==> src/rtc_mfp_map.svh <==
// Purpose: Register offsets, field positions, reset values and timing counts
// Assumes: 32-bit AXI4-Lite word per register, byte addresses
// Notes:   Definitions only
`ifndef RTC_MFP_MAP_SVH
`define RTC_MFP_MAP_SVH

// ==========================================================
// Offsets
`define CTRL_OFS        8'h00
`define TRIM_OFS        8'h08
`define ALM0_CFG_OFS    8'h0c
`define ALM1_CFG_OFS    8'h10
`define STATUS_OFS      8'h14
`define TICKS_OFS       8'h18

// ==========================================================
// Control fields
`define CTRL_OUT_BIT    7
`define CTRL_SQUARE_WAVE_ENABLE_BIT  6
`define CTRL_A1EN_BIT   5
`define CTRL_A0EN_BIT   4
`define CTRL_EXTERNAL_CLOCK_INPUT_ENABLE_BIT 3
`define CTRL_CRS_BIT    2
`define CTRL_RST        8'h80

// ==========================================================
// Trim and alarm config fields
`define TRIM_SIGN_BIT   7
`define TRIM_RST        8'h00
`define ACFG_POL_BIT    7
`define ACFG_FLAG_BIT   3
`define ACFG_RST        8'h00

// ==========================================================
// Timebase: 32768 ticks per second, 60 s per minute, 256 ticks per coarse step
`define TICKS_PER_SEC   15'h7fff
`define SECS_PER_MIN    6'h3b
`define COARSE_MASK     15'h00ff
`define COARSE_POINT    15'h0080
`define FINE_POINT      15'h4000

`endif

==> src/rtc_mfp_pkg.sv <==
// Purpose: Types shared by the output and trim logic
// Assumes: Nothing
// Notes:   Constants live in rtc_mfp_map.svh
package rtc_mfp_pkg;

    typedef enum logic [1:0]
    {
        PIN_GPIO   = 2'b00,
        PIN_ALARM  = 2'b01,
        PIN_SQUARE = 2'b10
    } pin_mode_e;

    typedef enum logic [1:0]
    {
        TRIM_IDLE = 2'b00,
        TRIM_ADD  = 2'b01,
        TRIM_SUB  = 2'b10
    } trim_state_e;

endpackage : rtc_mfp_pkg

==> src/rtc_mfp_core.sv <==
// Purpose: Multi-function pin mux and digital trim of the 32.768 kHz timebase
// Assumes: osc_tick is a one-cycle enable at the oscillator rate
// Notes:   Alarm matching and square wave dividers live outside
//
// Behaviour
// Square wave off, an alarm on: pin is alarm interrupt.
// Alarm interrupt output keeps working on backup supply.
// One alarm on: pin equals flag if polarity 1, else inverse.
// Both alarms, polarity 1: pin is OR of flags.
// Both alarms, polarity 0: pin is NAND of flags.
// Square wave and alarms off: pin follows output-level bit.
// General purpose output unavailable on backup supply.
// Fine trim applied once per minute, automatically when magnitude nonzero.
// Sign 1 adds cycles, sign 0 removes cycles.
// Each magnitude step is two pulses, up to 254.
// Magnitude zero disables trimming regardless of sign.
// Coarse trim applies the adjustment 128 times per second; with sign 1 and magnitude 64 or more, every other point is skipped.
// Trimming continues on backup supply.
// Host calibrates by measuring frequency then loading trim.
// Host computes magnitude from frequency error scaled to per minute.
// Host clears sign when fast, sets it when slow.
// Host may calibrate by observing time drift instead.
// Square wave wins, then alarms, then general purpose output.
// Alarm flag set on match, sticky until cleared, resets if match persists.
// Coarse trim with square wave gives trimmed 64 Hz on pin.
// Trim at one fixed point per period, inserting or suppressing counts.
`timescale 1ns/100ps
`include "rtc_mfp_map.svh"
module rtc_mfp_core
    import rtc_mfp_pkg::*;
#(
    parameter int ADDR_W = 8
)
(
    input  wire logic              clk,
    input  wire logic              nrst,
    input  wire logic              s_axi_awvalid,
    output logic                   s_axi_awready,
    input  wire logic [ADDR_W-1:0] s_axi_awaddr,
    input  wire logic              s_axi_wvalid,
    output logic                   s_axi_wready,
    input  wire logic [31:0]       s_axi_wdata,
    input  wire logic [3:0]        s_axi_wstrb,
    output logic                   s_axi_bvalid,
    input  wire logic              s_axi_bready,
    output logic [1:0]             s_axi_bresp,
    input  wire logic              s_axi_arvalid,
    output logic                   s_axi_arready,
    input  wire logic [ADDR_W-1:0] s_axi_araddr,
    output logic                   s_axi_rvalid,
    input  wire logic              s_axi_rready,
    output logic [31:0]            s_axi_rdata,
    output logic [1:0]             s_axi_rresp,
    input  wire logic              osc_tick,
    input  wire logic              alarm0_match,
    input  wire logic              alarm1_match,
    input  wire logic              on_backup,
    input  wire logic              square_wave_in,
    output logic                   multi_function_pin_o,
    output logic                   multi_function_pin_oe_n,
    output logic                   trimmed_tick,
    output logic                   second_tick
);

    // Decoder looks at the low eight address bits
    if (ADDR_W < 8 || ADDR_W > 32)
    begin : g_bad_addr_w
        $error("rtc_mfp_core: bad ADDR_W");
    end

    typedef struct packed {
        logic        awh;
        logic [ADDR_W-1:0] awa;
        logic        wh;
        logic [31:0] wd;
        logic [3:0]  ws;
        logic        bv;
        logic [1:0]  br;
        logic        rv;
        logic [31:0] rd;
        logic [1:0]  rr;
        logic [7:0]  ctrl;
        logic [7:0]  trim;
        logic [7:0]  a0cfg;
        logic [7:0]  a1cfg;
        logic        a0f;
        logic        a1f;
        logic [14:0] pre;
        logic [5:0]  sec;
        logic        tt;
        logic        st;
        logic        pin;
        logic        oe_n;
    } core_s;

    core_s r_q;
    core_s r_d;

    logic adding;
    logic removing;
    logic trim_start;
    logic trim_at;
    logic pre_wrap;

    // ==========================================================
    // Trim point: fixed place in the prescaler, away from wrap
    assign trim_at = r_q.ctrl[`CTRL_CRS_BIT]
        ? ((r_q.pre & `COARSE_MASK) == `COARSE_POINT)
        : (r_q.pre == `FINE_POINT && r_q.sec == `SECS_PER_MIN);
    assign trim_start = osc_tick && trim_at && !adding && !removing;
    assign pre_wrap   = (r_q.pre == `TICKS_PER_SEC);

    trim_step #(.MAG_W(7)) trim_step_i
    (
        .clk       (clk),
        .nrst      (nrst),
        .start     (trim_start),
        .add       (r_q.trim[`TRIM_SIGN_BIT]),
        .magnitude (r_q.trim[6:0]),
        .tick      (osc_tick),
        .adding    (adding),
        .removing  (removing)
    );

    // ==========================================================
    // Next state
    always_comb
    begin
        logic       we;
        logic [7:0] wb;
        logic       one;
        logic       both;
        logic       sel;
        pin_mode_e  mode;
        logic       adv;
        logic       extra;
        we    = 1'b0;
        wb    = 8'h00;
        one   = 1'b0;
        both  = 1'b0;
        sel   = 1'b0;
        mode  = PIN_GPIO;
        adv   = 1'b0;
        extra = 1'b0;
        r_d   = r_q;
        r_d.tt = 1'b0;
        r_d.st = 1'b0;

        // Write channel: address and data in either order
        if (s_axi_awvalid && !r_q.awh)
        begin
            r_d.awh = 1'b1;
            r_d.awa = s_axi_awaddr;
        end
        if (s_axi_wvalid && !r_q.wh)
        begin
            r_d.wh = 1'b1;
            r_d.wd = s_axi_wdata;
            r_d.ws = s_axi_wstrb;
        end
        if (r_q.awh && r_q.wh && !r_q.bv)
        begin
            we      = r_q.ws[0];
            wb      = r_q.wd[7:0];
            r_d.awh = 1'b0;
            r_d.wh  = 1'b0;
            r_d.bv  = 1'b1;
            r_d.br  = 2'b00;
            case (r_q.awa[7:0])
                `CTRL_OFS:     if (we) r_d.ctrl = wb;
                `TRIM_OFS:     if (we) r_d.trim = wb;
                `ALM0_CFG_OFS: if (we) r_d.a0cfg = wb;
                `ALM1_CFG_OFS: if (we) r_d.a1cfg = wb;
                `STATUS_OFS, `TICKS_OFS: r_d.br = 2'b00;
                default:       r_d.br = 2'b10;
            endcase
            // Polarity is one bit shared by both alarm registers
            if (we && (r_q.awa[7:0] == `ALM0_CFG_OFS || r_q.awa[7:0] == `ALM1_CFG_OFS))
            begin
                r_d.a0cfg[`ACFG_POL_BIT] = wb[`ACFG_POL_BIT];
                r_d.a1cfg[`ACFG_POL_BIT] = wb[`ACFG_POL_BIT];
            end
        end
        if (r_q.bv && s_axi_bready)
            r_d.bv = 1'b0;

        // Read channel
        if (s_axi_arvalid && !r_q.rv)
        begin
            r_d.rv = 1'b1;
            r_d.rr = 2'b00;
            case (s_axi_araddr[7:0])
                `CTRL_OFS:     r_d.rd = {24'h000000, r_q.ctrl};
                `TRIM_OFS:     r_d.rd = {24'h000000, r_q.trim};
                `ALM0_CFG_OFS: r_d.rd = {24'h000000, r_q.a0cfg[7:4], r_q.a0f, r_q.a0cfg[2:0]};
                `ALM1_CFG_OFS: r_d.rd = {24'h000000, r_q.a1cfg[7:4], r_q.a1f, r_q.a1cfg[2:0]};
                `STATUS_OFS:   r_d.rd = {29'h00000000, adding, removing, r_q.pin};
                `TICKS_OFS:    r_d.rd = {11'h000, r_q.sec, r_q.pre};
                default:
                begin
                    r_d.rd = 32'h00000000;
                    r_d.rr = 2'b10;
                end
            endcase
        end
        if (r_q.rv && s_axi_rready)
            r_d.rv = 1'b0;

        // Sticky flags: any write to its config with byte 0 strobed clears, a match sets and wins
        if (we && r_q.awa[7:0] == `ALM0_CFG_OFS && r_q.awh && r_q.wh && !r_q.bv)
            r_d.a0f = 1'b0;
        if (we && r_q.awa[7:0] == `ALM1_CFG_OFS && r_q.awh && r_q.wh && !r_q.bv)
            r_d.a1f = 1'b0;
        if (alarm0_match)
            r_d.a0f = 1'b1;
        if (alarm1_match)
            r_d.a1f = 1'b1;

        // Prescaler: suppressed ticks hold it, inserted ticks add a count
        adv   = osc_tick && !removing;
        extra = osc_tick && adding;
        if (adv)
        begin
            r_d.tt = 1'b1;
            // Inserted count at the wrap still lands, no trim step lost
            if (pre_wrap || (extra && r_q.pre == `TICKS_PER_SEC - 15'h0001))
            begin
                r_d.pre = (extra && pre_wrap) ? 15'h0001 : 15'h0000;
                r_d.st  = 1'b1;
                r_d.sec = (r_q.sec == `SECS_PER_MIN) ? 6'h00 : r_q.sec + 6'h01;
            end
            else if (extra)
                r_d.pre = r_q.pre + 15'h0002;
            else
                r_d.pre = r_q.pre + 15'h0001;
        end
        // Trimming above has no dependence on on_backup.                       // R13

        // Pin mode selection
        if (r_q.ctrl[`CTRL_SQUARE_WAVE_ENABLE_BIT])
            mode = PIN_SQUARE;
        else if (r_q.ctrl[`CTRL_A0EN_BIT] || r_q.ctrl[`CTRL_A1EN_BIT])
            mode = PIN_ALARM;
        else
            mode = PIN_GPIO;

        one  = r_q.ctrl[`CTRL_A0EN_BIT] ? r_q.a0f : r_q.a1f;
        both = r_q.a0cfg[`ACFG_POL_BIT] ? (r_q.a0f | r_q.a1f)
                                        : ~(r_q.a0f & r_q.a1f);
        case (mode)
            PIN_ALARM:
            begin
                if (r_q.ctrl[`CTRL_A0EN_BIT] && r_q.ctrl[`CTRL_A1EN_BIT])
                    sel = both;
                else
                    sel = r_q.a0cfg[`ACFG_POL_BIT] ? one : ~one;
                r_d.pin  = sel;
                r_d.oe_n = sel;
            end
            PIN_SQUARE:
            begin
                // Coarse 64 Hz comes from the trimmed prescaler
                sel = r_q.ctrl[`CTRL_CRS_BIT] ? r_q.pre[8] : square_wave_in;
                r_d.pin  = sel;
                r_d.oe_n = sel | on_backup;
            end
            PIN_GPIO:
            begin
                sel = r_q.ctrl[`CTRL_OUT_BIT];
                r_d.pin  = sel;
                r_d.oe_n = sel | on_backup;
            end
            default:
            begin
                r_d.pin  = 1'b1;
                r_d.oe_n = 1'b1;
            end
        endcase
    end

    always_ff @(posedge clk)
    begin
        if (!nrst)
        begin
            r_q       <= '0;
            r_q.ctrl  <= `CTRL_RST;
            r_q.trim  <= `TRIM_RST;
            r_q.a0cfg <= `ACFG_RST;
            r_q.a1cfg <= `ACFG_RST;
            r_q.pin   <= 1'b1;
            r_q.oe_n  <= 1'b1;
        end
        else
            r_q <= r_d;
    end

    // ==========================================================
    // Outputs
    assign s_axi_awready           = !r_q.awh;
    assign s_axi_wready            = !r_q.wh;
    assign s_axi_bvalid            = r_q.bv;
    assign s_axi_bresp             = r_q.br;
    assign s_axi_arready           = !r_q.rv;
    assign s_axi_rvalid            = r_q.rv;
    assign s_axi_rdata             = r_q.rd;
    assign s_axi_rresp             = r_q.rr;
    assign multi_function_pin_o    = r_q.pin;
    assign multi_function_pin_oe_n = r_q.oe_n;
    assign trimmed_tick            = r_q.tt;
    assign second_tick             = r_q.st;

endmodule : rtc_mfp_core

==> src/trim_step.sv <==
// Purpose: Counts out one trim adjustment, one tick per enable
// Assumes: Start only while idle
// Notes:   Busy stays high for twice the magnitude in ticks
`timescale 1ns/100ps
module trim_step
    import rtc_mfp_pkg::*;
#(
    parameter int MAG_W = 7
)
(
    input  wire logic             clk,
    input  wire logic             nrst,
    input  wire logic             start,
    input  wire logic             add,
    input  wire logic [MAG_W-1:0] magnitude,
    input  wire logic             tick,
    output logic                  adding,
    output logic                  removing
);

    if (MAG_W < 1 || MAG_W > 15)
    begin : g_bad_mag_w
        $error("trim_step: bad MAG_W");
    end

    typedef struct packed {
        trim_state_e      st;
        logic [MAG_W:0]   left;
    } step_s;

    step_s r_q;
    step_s r_d;

    // ==========================================================
    // Next state
    always_comb
    begin
        r_d = r_q;
        case (r_q.st)
            TRIM_IDLE:
            begin
                if (start && magnitude != '0)
                begin
                    r_d.st   = add ? TRIM_ADD : TRIM_SUB;
                    r_d.left = {magnitude, 1'b0};
                end
            end
            TRIM_ADD, TRIM_SUB:
            begin
                if (tick)
                begin
                    r_d.left = r_q.left - 1'b1;
                    if (r_q.left == 1)
                        r_d.st = TRIM_IDLE;
                end
            end
            default: r_d.st = TRIM_IDLE;
        endcase
    end

    always_ff @(posedge clk)
    begin
        if (!nrst)
            r_q <= '{st: TRIM_IDLE, left: '0};
        else
            r_q <= r_d;
    end

    assign adding   = (r_q.st == TRIM_ADD);
    assign removing = (r_q.st == TRIM_SUB);

endmodule : trim_step

==> config.mk <==
export PLATFORM = sky130hd
export DESIGN_NAME = rtc_mfp_core
export DESIGN_NICKNAME = d
export VERILOG_FILES = /design/src/rtc_mfp_pkg.sv /design/src/rtc_mfp_core.sv /design/src/trim_step.sv
export VERILOG_INCLUDE_DIRS = /design/src /design/src/src
export SDC_FILE = /design/constraint.sdc
export NUM_CORES = 1
export LEC_CHECK = 0
export BUFFER_PORTS_ARGS = -buffer_cell sky130_fd_sc_hd__buf_4
export CAP_MARGIN = 20
export CORE_AREA = 2 2 102 104
export DETAILED_ROUTE_END_ITERATION = 10
export DIE_AREA = 0 0 104 106
export PLACE_DENSITY = 0.79
export SLEW_MARGIN = 40
export SYNTH_ARGS = -nofsm -noshare
export SYNTH_HDL_FRONTEND = slang
export SYNTH_SLANG_ARGS = --single-unit
==> constraint.sdc <==
create_clock -name clk -period 5.6 [get_ports clk]
set_input_delay 0.28 -clock clk [delete_from_list [all_inputs] [get_ports clk]]
set_output_delay 0.28 -clock clk [all_outputs]
set_load 0.05 [all_outputs]
# Word-level counts from Yosys, hierarchy flattened
# Cells that the tools add are included.
# totals
ff_bits	126
inputBits	64
out_inout_bits	45
elab_cells	157
# classes
add_sub_neg	4
eq_ne	23
muxes	35
bitwise_logic	7
reduce_logical	62
# op_table
cell	count
21-bit case mux with 6 select lines	1
8-bit by 5-bit == test with 1-bit output (second input constant)	6
15-bit == test (second input constant)	3
8-bit by 4-bit == test with 1-bit output (second input constant)	4
8-bit two-way mux	4
15-bit two-way mux	2
1-bit logical AND	26
3-bit AND reduction	8
10-bit two-way mux	2
8-bit zero test	2
1-bit two-way mux	16
8-bit case mux with 2 select lines	1
15-bit by 1-bit adder with 15-bit output (second input constant)	1
15-bit by 2-bit adder with 15-bit output (second input constant)	1
2-bit two-way mux	6
2-bit nonzero test	6
6-bit OR reduction	2
8-bit by 1-bit == test with 1-bit output (second input constant)	1
8-bit == test (second input constant)	1
2-bit OR reduction	4
8-bit by 1-bit subtractor with 8-bit output (second input constant)	1
7-bit nonzero test	1
6-bit by 1-bit adder with 6-bit output (second input constant)	1
6-bit == test (second input constant)	1
other kinds (14)	30

# Longest topological paths before layout
# depth
ltp_word	9
depth_mapped	8
depth_no_buf	7

# Cells and area by module
# From an unflattened synthesis, not the netlist that was laid out.
# hier_totals
hier_cells	635
area_unflattened_um2	5565.3
# modules_own_cells
module	n_inst	cells_each	area_each_um2	seq_area_each_um2
rtc_mfp_core	1	549	4859.7	2021.9
trim_step	1	86	705.7	200.2

# Least setup slack after synthesis
# Ideal clock, no wire load.
# synth_timing
path_kind	register to register
startpoint	register trim_step_i.r_q[8] in the netlist's numbering
endpoint	register trim_step_i.r_q[6] in the netlist's numbering
setup_ns	0.117
t_arrival_ns	2.035
t_required_ns	5.483
path_slack_ns	3.448
stages_incl_launch_ff	8
n_path_buf	0
synth_period_minus_slack_ns	2.152
path_cell_list	dfxtp_1 -> inv_1 -> ha_1 -> nor2b_1 -> nand3_1 -> o31a_1 -> or4_1 -> a32o_1
# synth_between
elab_chain_cells	7
word_cells_on_any_way	14
classes_between	eq/ne: 4; mux: 1; reduce/logical: 9
# synth_lines
item	line	text
from (decl)	trim_step.sv:31	step_s r_q;
from (signal assigned)	trim_step.sv:64	r_q <= '{st: TRIM_IDLE, left: '0};
from (signal assigned)	trim_step.sv:66	r_q <= r_d;
2-bit by 1-bit == test with 1-bit output	trim_step.sv:39, trim_step.sv:69	
1-bit zero test	rtc_mfp_core.sv:110	assign trim_start = osc_tick && trim_at && !adding && !removing;
1-bit logical AND (2 in a row)	rtc_mfp_core.sv:110	
1-bit logical AND	trim_step.sv:42	if (start && magnitude != '0)
2-bit by 1-bit inequality test with 1-bit output (no source line)	-	
3-bit AND reduction (no source line)	-	
# Parallel ways exist; a longest one is shown, timed or not.
# A chain may end at the register's enable or synchronous reset.

# Final worst setup path
# layout_timing
startpoint	register trim_step_i.r_q[9] in the netlist's numbering
endpoint	register r_q[7] in the netlist's numbering
# layout_between
elab_chain_cells	5
word_cells_on_any_way	8
classes_between	eq/ne: 2; reduce/logical: 6
# layout_lines
item	line	text
2-bit by 1-bit == test with 1-bit output	trim_step.sv:69	assign adding = (r_q.st == TRIM_ADD);
1-bit logical AND	rtc_mfp_core.sv:221	extra = osc_tick && adding;
1-bit logical AND	rtc_mfp_core.sv:226	if (pre_wrap || (extra && r_q.pre == `TICKS_PER_SEC - 15'h0001))
1-bit logical OR	rtc_mfp_core.sv:226	
2-bit AND reduction (no source line) *	-	
to (signal assigned)	rtc_mfp_core.sv:294	r_q <= r_d;
to (decl)	rtc_mfp_core.sv:96	core_s r_q;
# Every way passes the cells marked *; elsewhere a longest branch is shown, timed or not.

==> impl_metrics.py <==
metrics = {
    "timing": {
        "hold_viol_final": 0,
        "rsz0062_at_grt": "no",
        "fin_skew_ns": 0.01589,
        "whs_ns": 0.06240,
        "layout_min_cycle_time_ns": 2.730,
        "fin_setup_tns_ns": 0,
        "setup-violations-final": 0,
        "slew_viol_final": 0,
        "fmax_mhz": 366.3,
        "period_share_pct": 48.75,
        "tightest_slew_ns": 0.8157,
        "slew_headroom_pct": 45.62,
    },
    "critical_path": {
        "r2r_slack_ns": 2.87,
        "required_ns": 5.87,
        "critPathSlowestCell": "nor4b_2",
        "end_kind": "flop",
        "startpoint_type": "flop",
        "cp_max_fo": 12,
        "path_class": "reg -> reg",
        "crit_arrival_ns": 3.00,
        "worstReg2RegStart": "trim_step_i.r_q[9]",
        "path_cells": "inv_1 > ha_1 > a31oi_1 > nor4b_2 > nand2_1 > o31ai_1 > nor2_1",
        "worst_r2r_path_depth": 7,
        "endpoint": "r_q[7]",
        "slowest_delay_ns": 0.66,
        "startpoint": "trim_step_i.r_q[9]",
        "r2r_end": "r_q[7]",
    },
    "global_routing": {
        "grt_max_degree": 78,
        "grt_usage_pct": 22.89,
        "grt_pass1_vias": 4437,
        "grt_first_pass_wirelength_um": 20780,
        "grtUsageMet1_pct": 26.58,
        "grt.met2_usage_pct": 42.86,
        "gr-usage-met3_pct": 3.311,
        "antenna_found_initial": 0,
        "grt-busiest-layer": "met2",
        "overflow": 0,
    },
    "cts": {
        "cts_made_buffers": 9,
        "cts_sinks": 111,
        "cts_setup_buffers": 0,
        "cts-htree-levels": 3,
        "cts_tree": "yes",
        "cts_buffer_depth": 2,
        "cts-hold-fix-buffers": 0,
        "cts_resized": 0,
        "cts_root_buf": "clkbuf_8",
        "clk_latency_ns": 0.38,
        "path_clk_slew_ns": 0.12,
    },
    "power": {
        "p_per_area_mw_per_mm2": 245.1,
        "pwr-share-seq_pct": 56.0,
        "switching_share_pct": 27.27,
        "pwr-share-clk_pct": 34.1,
        "combPwrFrac_pct": 9.9,
        "p_sw_mw": 0.4000,
        "intPower_mw": 1.067,
        "leakagePower_nw": 2.293,
        "max-vdd-ir-drop_v": 0.0001417,
    },
    "logic_synthesis": {
        "ys_seq_area_share_pct": 41.23,
        "synth.cell_area_mm2": 0.005390,
        "ys_types": 50,
        "synthArstFlopShare_pct": 0,
        "yosysWarnings": 0,
        "synth-seq-cells": 111,
        "synthCells": 640,
        "avgSynthCellArea_um2": 8.422,
        "synth-edff-count": 0,
        "synthFlopType": "dfxtp_1",
    },
    "outcome": {
        "status": "complete, no violations",
    },
    "floorplan": {
        "die_w_um": 104,
        "rows": 37,
        "die_h_um": 106,
        "io_pins": 109,
        "start_util_pct": 53.90,
        "core_mm2": 0.01000,
        "die_area_mm2": 0.01102,
    },
    "layout": {
        "nFillCells": 902,
        "fin_util_pct": 59.86,
        "nets": 743,
        "diodes": 0,
        "area_delta_synth_final_pct": 11.05,
        "drive_gt1_share_pct": 14.84,
    },
    "flow_run": {
        "maxCapViolCount": 0,
    },
    "routing": {
        "drc": 0,
        "vias": 4626,
        "drt-pass1-iter-count": 4,
        "drt_iter0_drc": 285,
        "post_drt_wl_per_cell_um": 15.66,
        "via_per_inst": 5.711,
        "antenna_left": 0,
        "wirelength_um": 12690,
    },
    "place": {
        "io_buffers": 68,
        "hpwlAfterDp_um": 9080,
        "place.gp.congestion": 0.8882,
    },
    "min_path": {
        "hold_class": "in -> reg",
    },
}
routing by layer:
metal | share of wire (%) | up-vias
li1 | - | 2260
met1 | 43 | 2219
met2 | 51 | 129
met3 | 4.1 | 18
met4 | 1.7 | 0
met5 | 0 | -
placed cells by master, fill, tap and decap left out, types with 6 or more instances in the layout:
cell      Yosys  final
dfxtp_1     111    111
nand2_1      88     88
nor2_1       73     73
buf_4        36     70
a21oi_1      51     51
mux2i_1      44     44
nand3_1      30     30
inv_1        15     14
conb_1        1     13
xnor2_1      11     11
o21ai_0      11     11
nor3_1       11     10
ha_1         10     10
clkbuf_8      0      9
xor2_1        8      8
a22oi_1       7      7
or4_1         6      6
nand4b_1      6      6
or3_1         6      6
nand4_1       6      6
nand2b_1      6      6
o32ai_1       6      6
o211ai_1      6      6
a32o_1        6      6
synth_stat cells (3+ instances only):
cell type | number | area [um2]
clkbuf_1 | 20 | 75.07
nor2b_1 | 5 | 31.28
nand3_1 | 30 | 150.1
dfxtp_1 | 111 | 2222
nor4_1 | 5 | 31.28
or3_1 | 6 | 37.54
nor4_2 | 3 | 37.54
a31oi_1 | 4 | 25.02
a32o_1 | 6 | 60.06
a21oi_1 | 51 | 255.2
nand4_1 | 6 | 37.54
nand2b_1 | 6 | 37.54
xor2_1 | 8 | 70.07
nor2_1 | 73 | 274.0
a22oi_1 | 7 | 52.55
xnor2_1 | 11 | 96.34
ha_1 | 10 | 125.1
nand4b_1 | 6 | 52.55
nand3b_1 | 3 | 22.52
mux2i_1 | 44 | 440.4
inv_1 | 15 | 56.30
buf_1 | 6 | 22.52
or4_1 | 6 | 45.04
buf_4 | 36 | 270.3
o211ai_1 | 6 | 45.04
o32ai_1 | 6 | 52.55
nor4b_1 | 6 | 52.55
and3_1 | 4 | 25.02
o21ai_0 | 11 | 55.05
nand2_1 | 88 | 330.3
o31ai_1 | 3 | 22.52
nor3_1 | 11 | 55.05
cells by family (layout without fill, tap and decap cells):
logic type / count (synthesis) / in the layout / share of synthesized area [%]
flip-flops: 111 / 111 / 41.23
XOR/XNOR: 19 / 19 / 3.087
buffers and inverters: 79 / 101 / 8.055
AO/OA/AOI/OAI: 111 / 111 / 13.18
multiplexers: 46 / 46 / 8.589
AND/OR/NAND/NOR: 263 / 263 / 23.47
adder cells (fa/ha/maj): 10 / 10 / 2.321
other: 1 / 13 / 0.06957
power by group through the flow:
stage	registers, mW	logic [mW]	clock network, mW
5_1_grt	0.824	0.157	0.537
6_report	0.822	0.145	0.500
3_3_place_gp	0.839	0.140	0
4_1_cts	0.821	0.145	0.506
2_1_floorplan	0.837	0.106	0
3_5_place_dp	0.840	0.145	0
worst min-delay path by stage:
stage,cells after the start,from,endpoint,slack [ns]
after floorplan,1,s_axi_rready,s_axi_rvalid,0.38
after global placement,2,s_axi_rdata[8],s_axi_rdata[8],0.44
after detailed placement,2,s_axi_rdata[19],s_axi_rdata[19],0.45
after CTS,2,s_axi_rready,s_axi_rvalid,0.05
after global routing,2,s_axi_rready,s_axi_rvalid,0.07
final,2,s_axi_rready,s_axi_rvalid,0.06
critical path, delay by kind of cell, from the launching register on:
kind / cells / cell delay [ns]
flops: 1 / 0.34
buf+inv: 1 / 0.08
fa+ha+maj: 1 / 0.39
compound gates: 2 / 0.67
simple gates: 3 / 1.14
per-stage QoR:
step | worst slack, ns | instances | area [um2] | power [mW]
after detailed placement | 2.879 | 794 | 5779 | 0.9841
after floorplan | 3.448 | 652 | 5435 | 0.9434
final | 2.870 | 810 | 5986 | 1.467
after CTS | 2.894 | 810 | 5983 | 1.472
after global placement | 2.891 | 794 | 5764 | 0.9791
after global routing | 2.646 | 810 | 5986 | 1.519
sequential cells by signal (all words and copies together) (netlist names):
register	cells
multi_function_pin_oe_n	1
s_axi_rresp	1
trimmed_tick	1
r_q	72
trim_step_i.r_q	10
s_axi_rvalid	1
s_axi_rdata	21
second_tick	1
s_axi_bresp	1
multi_function_pin_o	1
s_axi_bvalid	1
cell type report:
cell class	instances	area, um2	area share, %
Clock buffer	10	127.6	2.132
Clock inverter	6	76.32	1.275
Inverter	15	56.30	0.9406
Multi-Input combinational cell	462	2808	46.91
Sequential cell	111	2222	37.12
Tap cell	136	170.2	2.843
Timing Repair Buffer	70	525.5	8.779
(Power assumes the default switching activity.)
